[src/sre_defines.vh]
// Purpose: constants of the string repeat engine
// Assumes: Avalon-MM word addressing, one 32-bit register per word
// Notes:   included by sre_string_engine.v, its property module and the bench
`ifndef SRE_DEFINES_VH
`define SRE_DEFINES_VH

// ----------------------------------------
// register word indices
// ----------------------------------------
`define SRE_REG_CMD     4'h0
`define SRE_REG_STATUS  4'h1
`define SRE_REG_FLAGS   4'h2
`define SRE_REG_SRC     4'h3
`define SRE_REG_DST     4'h4
`define SRE_REG_CNT     4'h5
`define SRE_REG_ACC     4'h6
`define SRE_REG_PORT    4'h7
`define SRE_REG_LOWER   4'h8
`define SRE_REG_UPPER   4'h9

// ----------------------------------------
// operations, sizes, prefixes, segments
// ----------------------------------------
`define SRE_OP_COPY     5'h00
`define SRE_OP_COMPARE  5'h01
`define SRE_OP_SEARCH   5'h02
`define SRE_OP_FETCH    5'h03
`define SRE_OP_FILL     5'h04
`define SRE_OP_PIN      5'h05
`define SRE_OP_POUT     5'h06
`define SRE_OP_INS      5'h07
`define SRE_OP_MEMORY_TO_PORT_OP     5'h08
`define SRE_OP_DSET     5'h09
`define SRE_OP_DCLR     5'h0a
`define SRE_OP_CSET     5'h0b
`define SRE_OP_CCLR     5'h0c
`define SRE_OP_CINV     5'h0d
`define SRE_OP_OVTRAP   5'h0e
`define SRE_OP_RANGE    5'h0f
`define SRE_OP_SOFT     5'h10
`define SRE_SZ_BYTE     2'h0
`define SRE_SZ_WORD     2'h1
`define SRE_SZ_DWORD    2'h2
`define SRE_PFX_NONE    2'h0
`define SRE_PFX_REP     2'h1
`define SRE_PFX_EQ      2'h2
`define SRE_PFX_NE      2'h3
`define SRE_SEG_ES      3'h0
`define SRE_SEG_DS      3'h3

// ----------------------------------------
// flags word bit positions, vectors
// ----------------------------------------
`define SRE_FB_CF       0
`define SRE_FB_PF       2
`define SRE_FB_AF       4
`define SRE_FB_ZF       6
`define SRE_FB_SF       7
`define SRE_FB_DF       10
`define SRE_FB_OF       11
`define SRE_VEC_OVF     8'h04
`define SRE_VEC_RANGE   8'h05
`define SRE_RST_WORD    32'h00000000

`endif

[src/sre_string_engine.v]
// Purpose: string element, port, flag and trap command engine
// Assumes: memory/port partner on core_clk, answers a request with memAck
// Notes:   software loads registers, then a command word write starts work
`timescale 1ns/1ns
`include "sre_defines.vh"

module sre_string_engine (
  input  wire        core_clk,
  input  wire        rst,
  input  wire [3:0]  avs_address,
  input  wire        avs_read,
  input  wire        avs_write,
  input  wire [31:0] avs_writedata,
  input  wire [3:0]  avs_byteenable,
  output reg  [31:0] avs_readdata,
  output reg         avs_waitrequest,
  output reg         memReq,
  output reg         memWrite,
  output reg         memIo,
  output reg  [2:0]  memSeg,
  output reg  [31:0] memAddr,
  output reg  [31:0] memWdata,
  output reg  [1:0]  memSize,
  input  wire [31:0] memRdata,
  input  wire        memAck,
  output reg         trapReq,
  output reg  [7:0]  trapVector
);

  // ----------------------------------------
  // states
  // ----------------------------------------
  localparam [2:0] ST_IDLE  = 3'h0;
  localparam [2:0] ST_CHECK = 3'h1;
  localparam [2:0] ST_SRC   = 3'h2;
  localparam [2:0] ST_DST   = 3'h3;
  localparam [2:0] ST_WR    = 3'h4;
  localparam [2:0] ST_WAIT  = 3'h5;
  localparam [2:0] ST_STEP  = 3'h6;

  reg [2:0]  state;
  reg [1:0]  phase;
  reg [4:0]  op;
  reg [1:0]  size;
  reg [1:0]  prefix;
  reg [2:0]  srcSeg;
  reg        useImm;
  reg [7:0]  immField;
  reg [31:0] source_index;
  reg [31:0] dest_index;
  reg [31:0] count_reg;
  reg [31:0] accumulator;
  reg [31:0] port_select_reg;
  reg [31:0] lowerBound;
  reg [31:0] upperBound;
  reg [31:0] srcData;
  reg [31:0] dstData;
  reg        carry_flag;
  reg        parity_flag;
  reg        aux_carry_flag;
  reg        zero_flag;
  reg        sign_flag;
  reg        direction_flag;
  reg        overflow_flag;
  reg        trapSeen;

  // ----------------------------------------
  // helpers
  // ----------------------------------------
  function [31:0] sizeMask;
    input [1:0] sz;
    begin
      case (sz)
        `SRE_SZ_BYTE: sizeMask = 32'h000000ff;
        `SRE_SZ_WORD: sizeMask = 32'h0000ffff;
        default:      sizeMask = 32'hffffffff;
      endcase
    end
  endfunction
  // {of, sf, zf, af, pf, cf} of a - b at element size
  function [5:0] subFlags;
    input [31:0] a;
    input [31:0] b;
    input [1:0]  sz;
    reg   [31:0] m;
    reg   [31:0] d;
    integer      t;
    begin
      m = sizeMask(sz);
      d = (a & m) - (b & m);
      t = (8 << sz) - 1;
      subFlags = {(a[t] != b[t]) && (d[t] != a[t]), d[t], (d & m) == 32'h0,
                  a[4] ^ b[4] ^ d[4], ~^d[7:0], (a & m) < (b & m)};
    end
  endfunction
  // one element up or down as the flag selects
  function [31:0] stepIdx;
    input [31:0] idx;
    input [1:0]  sz;
    input        down;
    begin
      stepIdx = down ? idx - (32'h1 << sz) : idx + (32'h1 << sz);
    end
  endfunction
  function [31:0] beMerge;
    input [31:0] old;
    input [31:0] nw;
    input [3:0]  be;
    integer i;
    begin
      beMerge = old;
      for (i = 0; i < 4; i = i + 1) begin
        if (be[i]) beMerge[i*8 +: 8] = nw[i*8 +: 8];
      end
    end
  endfunction
  function usesSrc;
    input [4:0] o;
    begin
      usesSrc = (o == `SRE_OP_COPY) || (o == `SRE_OP_COMPARE) ||
                (o == `SRE_OP_FETCH) || (o == `SRE_OP_MEMORY_TO_PORT_OP);
    end
  endfunction
  function usesDst;
    input [4:0] o;
    begin
      usesDst = (o == `SRE_OP_COPY) || (o == `SRE_OP_COMPARE) ||
                (o == `SRE_OP_SEARCH) || (o == `SRE_OP_FILL) || (o == `SRE_OP_INS);
    end
  endfunction

  // ----------------------------------------
  // decode
  // ----------------------------------------
  wire [31:0] mask     = sizeMask(size);
  wire        portRd   = (op == `SRE_OP_PIN) || (op == `SRE_OP_INS);
  wire        portWr   = (op == `SRE_OP_POUT) || (op == `SRE_OP_MEMORY_TO_PORT_OP);
  wire        needRd1  = usesSrc(op) || portRd;
  wire        needRd2  = (op == `SRE_OP_COMPARE) || (op == `SRE_OP_SEARCH);
  wire        needWr   = (op == `SRE_OP_COPY) || (op == `SRE_OP_FILL) ||
                         (op == `SRE_OP_INS) || portWr;
  wire        isString = usesSrc(op) || usesDst(op);
  wire        repeated = isString && (prefix != `SRE_PFX_NONE);
  wire [31:0] portNum  = ((op == `SRE_OP_PIN) || (op == `SRE_OP_POUT)) && useImm ?
                         {24'h0, immField} : {16'h0, port_select_reg[15:0]};
  wire [31:0] cmpLeft  = (op == `SRE_OP_SEARCH) ? accumulator : srcData;
  wire [5:0]  newFlags = subFlags(cmpLeft, dstData, size);
  wire [31:0] cntLess  = count_reg - 32'h1;
  wire [31:0] wrData   = (op == `SRE_OP_FILL) || (op == `SRE_OP_POUT) ?
                         accumulator & mask : srcData;
  wire        cmdWr    = avs_write && !avs_waitrequest &&
                         (avs_address == `SRE_REG_CMD) && (state == ST_IDLE);
  wire        regWr    = avs_write && !avs_waitrequest && (state == ST_IDLE);
  wire [31:0] cmdWord  = avs_writedata;
  wire        outBelow = $signed(accumulator) < $signed(lowerBound);
  wire        outAbove = $signed(accumulator) > $signed(upperBound);

  // termination test after an iteration, zero flag only for compare/search
  wire        zfStop   = needRd2 && (((prefix == `SRE_PFX_EQ) && !newFlags[3]) ||
                                     ((prefix == `SRE_PFX_NE) && newFlags[3]));

  wire [31:0] flagsWord = (carry_flag << `SRE_FB_CF) | (parity_flag << `SRE_FB_PF) |
                          (aux_carry_flag << `SRE_FB_AF) | (zero_flag << `SRE_FB_ZF) |
                          (sign_flag << `SRE_FB_SF) | (direction_flag << `SRE_FB_DF) |
                          (overflow_flag << `SRE_FB_OF);

  reg [31:0] rdMux;
  always @* begin
    case (avs_address)
      `SRE_REG_CMD:    rdMux = {8'h0, immField, 2'h0, useImm, 1'b0, srcSeg,
                                prefix, size, op};
      `SRE_REG_STATUS: rdMux = {16'h0, trapVector, 6'h0, trapSeen, state != ST_IDLE};
      `SRE_REG_FLAGS:  rdMux = flagsWord;
      `SRE_REG_SRC:    rdMux = source_index;
      `SRE_REG_DST:    rdMux = dest_index;
      `SRE_REG_CNT:    rdMux = count_reg;
      `SRE_REG_ACC:    rdMux = accumulator;
      `SRE_REG_PORT:   rdMux = port_select_reg;
      `SRE_REG_LOWER:  rdMux = lowerBound;
      `SRE_REG_UPPER:  rdMux = upperBound;
      default:         rdMux = 32'h0;
    endcase
  end

  // ----------------------------------------
  // bus slave: one wait cycle per access
  // ----------------------------------------
  always @(posedge core_clk or posedge rst) begin
    if (rst) begin
      avs_waitrequest <= 1'b1;
      avs_readdata    <= `SRE_RST_WORD;
    end else if ((avs_read || avs_write) && avs_waitrequest) begin
      avs_waitrequest <= 1'b0;
      avs_readdata    <= rdMux;
    end else begin
      avs_waitrequest <= 1'b1;
    end
  end

  // ----------------------------------------
  // engine
  // ----------------------------------------
  always @(posedge core_clk or posedge rst) begin
    if (rst) begin
      state <= ST_IDLE;
      phase <= 2'h0;
      {op, size, prefix} <= {`SRE_OP_COPY, `SRE_SZ_BYTE, `SRE_PFX_NONE};
      srcSeg <= `SRE_SEG_DS;
      {useImm, immField} <= 9'h0;
      {source_index, dest_index, count_reg, accumulator} <= {4{`SRE_RST_WORD}};
      {port_select_reg, lowerBound, upperBound} <= {3{`SRE_RST_WORD}};
      {srcData, dstData} <= {2{`SRE_RST_WORD}};
      {carry_flag, parity_flag, aux_carry_flag, zero_flag} <= 4'h0;
      {sign_flag, direction_flag, overflow_flag, trapSeen} <= 4'h0;
      {memReq, memWrite, memIo, trapReq} <= 4'h0;
      memSeg <= `SRE_SEG_DS;
      {memAddr, memWdata} <= {2{`SRE_RST_WORD}};
      memSize <= `SRE_SZ_BYTE;
      trapVector <= 8'h0;
    end else begin
      trapReq <= 1'b0;
      case (state)
        ST_IDLE: begin
          if (regWr) begin
            case (avs_address)
              `SRE_REG_FLAGS: begin
                carry_flag <= avs_writedata[`SRE_FB_CF];
                parity_flag <= avs_writedata[`SRE_FB_PF];
                aux_carry_flag <= avs_writedata[`SRE_FB_AF];
                zero_flag <= avs_writedata[`SRE_FB_ZF];
                sign_flag <= avs_writedata[`SRE_FB_SF];
                direction_flag <= avs_writedata[`SRE_FB_DF];
                overflow_flag <= avs_writedata[`SRE_FB_OF];
              end
              `SRE_REG_SRC:   source_index <= beMerge(source_index, avs_writedata, avs_byteenable);
              `SRE_REG_DST:   dest_index <= beMerge(dest_index, avs_writedata, avs_byteenable);
              `SRE_REG_CNT:   count_reg <= beMerge(count_reg, avs_writedata, avs_byteenable);
              `SRE_REG_ACC:   accumulator <= beMerge(accumulator, avs_writedata, avs_byteenable);
              `SRE_REG_PORT:  port_select_reg <= beMerge(port_select_reg, avs_writedata,
                                                         avs_byteenable);
              `SRE_REG_LOWER: lowerBound <= beMerge(lowerBound, avs_writedata, avs_byteenable);
              `SRE_REG_UPPER: upperBound <= beMerge(upperBound, avs_writedata, avs_byteenable);
              default: ;
            endcase
          end
          if (cmdWr) begin
            op <= cmdWord[4:0];
            size <= (cmdWord[6:5] == 2'h3) ? `SRE_SZ_DWORD : cmdWord[6:5];
            prefix <= cmdWord[8:7];
            srcSeg <= cmdWord[12] ? cmdWord[11:9] : `SRE_SEG_DS;
            useImm <= cmdWord[13];
            immField <= cmdWord[23:16];
            trapSeen <= 1'b0;
            case (cmdWord[4:0])
              `SRE_OP_DSET: direction_flag <= 1'b1;
              `SRE_OP_DCLR: direction_flag <= 1'b0;
              `SRE_OP_CSET: carry_flag <= 1'b1;
              `SRE_OP_CCLR: carry_flag <= 1'b0;
              `SRE_OP_CINV: carry_flag <= ~carry_flag;
              `SRE_OP_OVTRAP: begin
                if (overflow_flag) begin
                  trapReq <= 1'b1;
                  trapVector <= `SRE_VEC_OVF;
                  trapSeen <= 1'b1;
                end
              end
              `SRE_OP_RANGE: begin
                if (outBelow || outAbove) begin
                  trapReq <= 1'b1;
                  trapVector <= `SRE_VEC_RANGE;
                  trapSeen <= 1'b1;
                end
              end
              `SRE_OP_SOFT: begin
                trapReq <= 1'b1;
                trapVector <= cmdWord[23:16];
                trapSeen <= 1'b1;
              end
              default: begin
                if (cmdWord[4:0] <= `SRE_OP_MEMORY_TO_PORT_OP) state <= ST_CHECK;
              end
            endcase
          end
        end
        // with a prefix on a string op, zero count skips even the first element
        ST_CHECK: state <= (repeated && count_reg == 32'h0) ? ST_IDLE : ST_SRC;
        ST_SRC: begin
          if (needRd1) begin
            {memReq, memWrite} <= 2'h2;
            memIo <= portRd;
            memAddr <= portRd ? portNum : source_index;
            memSeg <= srcSeg;
            memSize <= size;
            phase <= 2'h0;
            state <= ST_WAIT;
          end else begin
            state <= ST_DST;
          end
        end
        ST_DST: begin
          if (needRd2) begin
            {memReq, memWrite, memIo} <= 3'h4;
            memAddr <= dest_index;
            memSeg <= `SRE_SEG_ES;
            memSize <= size;
            phase <= 2'h1;
            state <= ST_WAIT;
          end else begin
            state <= ST_WR;
          end
        end
        ST_WR: begin
          // compare and search never write back
          if (needWr) begin
            {memReq, memWrite} <= 2'h3;
            memIo <= portWr;
            memAddr <= portWr ? portNum : dest_index;
            memSeg <= `SRE_SEG_ES;
            memWdata <= wrData;
            memSize <= size;
            phase <= 2'h2;
            state <= ST_WAIT;
          end else begin
            state <= ST_STEP;
          end
        end
        ST_WAIT: begin
          if (memAck) begin
            {memReq, memWrite} <= 2'h0;
            case (phase)
              2'h0: begin
                srcData <= memRdata & mask;
                state <= ST_DST;
              end
              2'h1: begin
                dstData <= memRdata & mask;
                state <= ST_WR;
              end
              default: state <= ST_STEP;
            endcase
          end
        end
        ST_STEP: begin
          if (needRd2) begin
            {overflow_flag, sign_flag, zero_flag} <= newFlags[5:3];
            {aux_carry_flag, parity_flag, carry_flag} <= newFlags[2:0];
          end
          if (op == `SRE_OP_PIN || op == `SRE_OP_FETCH) begin
            accumulator <= (accumulator & ~mask) | (srcData & mask);
          end
          if (usesSrc(op)) source_index <= stepIdx(source_index, size, direction_flag);
          if (usesDst(op)) dest_index <= stepIdx(dest_index, size, direction_flag);
          if (repeated) count_reg <= cntLess;
          if (repeated && !zfStop) state <= ST_CHECK;
          else state <= ST_IDLE;
        end
        default: state <= ST_IDLE;
      endcase
    end
  end

endmodule

[config.mk]
export PLATFORM = sky130hd
export DESIGN_NAME = sre_string_engine
export DESIGN_NICKNAME = d
export VERILOG_FILES = /design/src/sre_string_engine.v
export VERILOG_INCLUDE_DIRS = /design/src
export SDC_FILE = /design/constraint.sdc
export NUM_CORES = 2
export LEC_CHECK = 0
export BUFFER_PORTS_ARGS = -buffer_cell sky130_fd_sc_hd__buf_4
export CAP_MARGIN = 25
export CORE_UTILIZATION = 40
export CTS_CLUSTER_DIAMETER = 50
export CTS_CLUSTER_SIZE = 16
export DETAILED_ROUTE_END_ITERATION = 8
export HOLD_SLACK_MARGIN = 0.1
export PLACE_DENSITY_LB_ADDON = 0.12
export SYNTH_ARGS = -nofsm -noshare
export SYNTH_HDL_FRONTEND = slang
export SYNTH_SLANG_ARGS = --single-unit
[constraint.sdc]
create_clock -name core_clk -period 37.5 [get_ports core_clk]
set_clock_uncertainty 0.15 [all_clocks]
set_input_delay 3.75 -clock core_clk [delete_from_list [all_inputs] [get_ports core_clk]]
set_output_delay 3.75 -clock core_clk [all_outputs]
set_load 0.05 [all_outputs]
==> results.json <==
{
  "crit_path_cell_trace": "nor2_1, clkinv_1, ha_2, nor2b_1, a31oi_1, ha_1, nor2b_1, o31ai_1, a21oi_1, nand4_1, a31oi_1, o21ai_2, a21oi_1, a311o_1, a31oi_1, xnor2_1, a32o_1, a21oi_1",
  "p_total_mw": 3.25,
  "synthesis.yosys.warnings": 0,
  "holdPathStages": 2,
  "fp.dieArea_um2": 69600,
  "finalWeightedCongestion": 0.995,
  "synth_flop_type": "sky130_fd_sc_hd__dfrtp_1",
  "layoutNonFillerInstCount": 4231,
  "area_growth_pct": 17.6,
  "setup.worst_path.start_class": "flip-flop",
  "timing.critical_path.buf_inv": 1,
  "root_buffer": "sky130_fd_sc_hd__clkbuf_16",
  "r2r_cells": 18,
  "ctsHtreeMaxLevel": 3,
  "maxSlewHeadroom_pct": 29.2,
  "post_cts_buffers": 0,
  "accumulated_negative_setup_slack_ns": 0,
  "post_cts_hold_buffer_count": 0,
  "cts.sinks": 436,
  "crit_path_max_fanout": 28,
  "synth_top_cell_area_share_pct": 39.3,
  "worst_ir_drop_vdd_mv": 0.0529,
  "timing_max_transition_violations_final": 0,
  "fraction_of_synthesized_cell_area_in_xor_and_xnor_cells_pct": 2.36,
  "hold-worst-slack_ns": 0.327,
  "drt_iter0_drc": 2576,
  "globalRouteOverflowTotal": 0,
  "maxClockFrequency_mhz": 151,
  "final_min_period_over_clock_period_pct": 17.7,
  "post_synth_mux_area_share_pct": 6.16,
  "worst_slew_pin_slew_ns": 1.06,
  "numCtsBuffers": 69,
  "boundaryPins": 191,
  "timing.hold.worst.class": "flip-flop to flip-flop",
  "yosys-top-cells-count": "sky130_fd_sc_hd__nand2_1, sky130_fd_sc_hd__dfrtp_1, sky130_fd_sc_hd__a21oi_1",
  "num-nets-final": 3548,
  "synth_enable_flop_cells": 0,
  "cpMaxStageDelayCell": "sky130_fd_sc_hd__a31oi_1",
  "grt_pass1_vias": 25029,
  "estimated_wirelength_of_the_detail_placed_design_um": 78400,
  "final-setup-viol-count": 0,
  "clkLatencyLatePin_ns": 0.61,
  "sequentialPowerShare_pct": 26.1,
  "post_synth_and_or_nand_nor_area_fraction_pct": 16.3,
  "syn_inst": 3172,
  "post-route-min-period_ns": 6.64,
  "via_per_inst": 6.06,
  "port-buffer-count": 190,
  "switching_share_pct": 47.3,
  "antenna_found_initial": 4,
  "global_route_wire_length_before_repair_um": 159000,
  "critical_path_cell_count": 18,
  "postRouteAntennaNets": 0,
  "synth.distinct_cells": 83,
  "gr-usage-all-layers_pct": 30.1,
  "syn-cell-area_um2": 27400,
  "crit-reg2reg-launch": "size[0]",
  "synth_seq_area_share_pct": 39.8,
  "tritoncts": "yes",
  "core_area_um2": 67500,
  "number_of_nets_in_the_synthesized_netlist": 3415,
  "p_int_mw": 1.71,
  "worst_setup_path_startpoint": "size[0]",
  "routedWlPerCell_um": 24.9,
  "synth_largest_area_cell": "sky130_fd_sc_hd__dfrtp_1",
  "clk_pin_slew_worst_paths_ns": 0.06,
  "drv_cap": 0,
  "critical-path-max-stage-delay_ns": 0.76,
  "run_status": "finished, final reports clean",
  "timing.critical_path.to_type": "flip-flop",
  "cp_data_required_time_ns": 37.88,
  "die_height_um": 264,
  "power.static_leakage_nw": 14.7,
  "post_synth.cell_area_avg_um2": 8.65,
  "die-width_um": 264,
  "comb_power_share_pct": 52.7,
  "synth.ff_latch_count": 436,
  "ys_async_sr_fraction_pct": 100,
  "compound_gate_portion_of_the_synthesized_area_pct": 23.6,
  "synth-adder-area-share_pct": 7.66,
  "finalHoldViolCount": 0,
  "place.detailed.instances": 4099,
  "final_util_pct": 47.8,
  "route.detailed.drc": 0,
  "synth_top_family_by_area": "compound AO/OA/AOI/OAI gates",
  "power_switching_mw": 1.54,
  "share_of_total_power_in_the_clock_network_pct": 21.1,
  "cp_data_arrival_time_ns": 7.01,
  "routed-via-count": 25661,
  "rsz0062_at_grt": "no",
  "initial_utilization_pct": 40.6,
  "clock_path_buffers": 3,
  "maximum_number_of_pins_on_one_net_before_global_route_repair": 80,
  "main_area_contributors_after_synthesis": "sky130_fd_sc_hd__dfrtp_1, sky130_fd_sc_hd__ha_1, sky130_fd_sc_hd__a21oi_1",
  "final_layout_size_suffix_gt1_share_pct": 15.4,
  "post_cts_resized": 0,
  "p_per_area_nw_per_um2": 101,
  "path_delay_family": "compound AO/OA/AOI/OAI gates",
  "drt_pre_antenna_iters": 6,
  "detail_route.wirelength_um": 105000,
  "yosys.cell_count.top_type": "sky130_fd_sc_hd__nand2_1",
  "floorplan.rows": 95,
  "setup.worst_path.class": "flip-flop to flip-flop",
  "worstHoldStart": "dstData[19]"
}
==> layout make-up <==
type | count | area, um^2
Fill cell | 6524 | 35300
Multi-Input combinational cell | 2437 | 15500
Sequential cell | 436 | 10900
Timing Repair Buffer | 237 | 1860
Clock buffer | 76 | 1830
Tap cell | 873 | 1090
Clock inverter | 46 | 598
Inverter | 124 | 473
Antenna cell | 2 | 5.00
==> final timing paths <==
path / to / slack [ns]
setup / recovery: dest_index[31] / 30.86
hold / removal: dstData[19] / 0.33
setup reg to reg: dest_index[31] / 30.86
hold reg to reg: dstData[19] / 0.33
max in group asynchronous: dstData[20] / 32.15
min in group asynchronous: memAddr[9] / 3.05
==> per-stage QoR <==
step,worst slack [ns],cell area [um^2]
floorplan,21.46,27400
global placement,30.40,29700
detailed placement,30.36,29700
CTS,30.95,32100
global route,30.49,32200
finish,30.86,32200
==> worst reg2reg max path: cells and delay by family, from the launching register on <==
family	cells	cell delay, ns
AND/OR/NAND/NOR	4	0.75
XOR/XNOR	1	0.11
adder cells (fa/ha/maj)	2	1.03
flip-flops	1	0.54
AO/OA/AOI/OAI	10	3.31
buffers and inverters	1	0.67
==> cell usage in the layout, fill, tap and decap left out, drive strengths merged, types with 14 or more instances in the layout <==
cell type,count
xnor2,46
a22oi,100
nor3,55
and2,29
clkinv,15
a21oi,347
dfrtp,431
buf,237
o21ai,272
a221oi,29
a211oi,14
mux2,115
a21boi,16
inv,138
a22o,33
nor2b,30
nand4,35
nor2,238
a21o,67
ha,163
nand2b,36
xor2,28
a31oi,39
o21bai,16
and3,30
nand2,446
nand3,55
clkbuf,76
o21a,24
a222oi,16
mux2i,35
==> power by group through the flow <==
stage	sequential, mW	clock [mW]	combinational [mW]
after floorplan	0.880	0	1.12
after global placement	0.841	0	1.66
after detailed placement	0.845	0	1.69
after CTS	0.839	0.698	1.70
after global routing	0.867	0.719	1.89
final	0.849	0.688	1.71
==> routing by layer <==
layer	track usage, %	part of all wire [%]	vias to the layer above
met3	6.00	8.9	209
met4	12.2	3.9	6
met5	0	0.033	-
li1	-	-	11731
met2	46.3	44	1154
met1	41.3	43	12561
==> cells by family (layout without fill, tap and decap cells) <==
kind of cell | count (synthesis) | count (layout)
simple gates | 998 | 998
compound gates | 1047 | 1047
other cells | 0 | 2
xor+xnor | 74 | 74
buf+inv | 299 | 483
mux | 152 | 152
fa+ha+maj | 166 | 166
flops | 436 | 436
No activity file was read; power rests on OpenSTA's default activity.
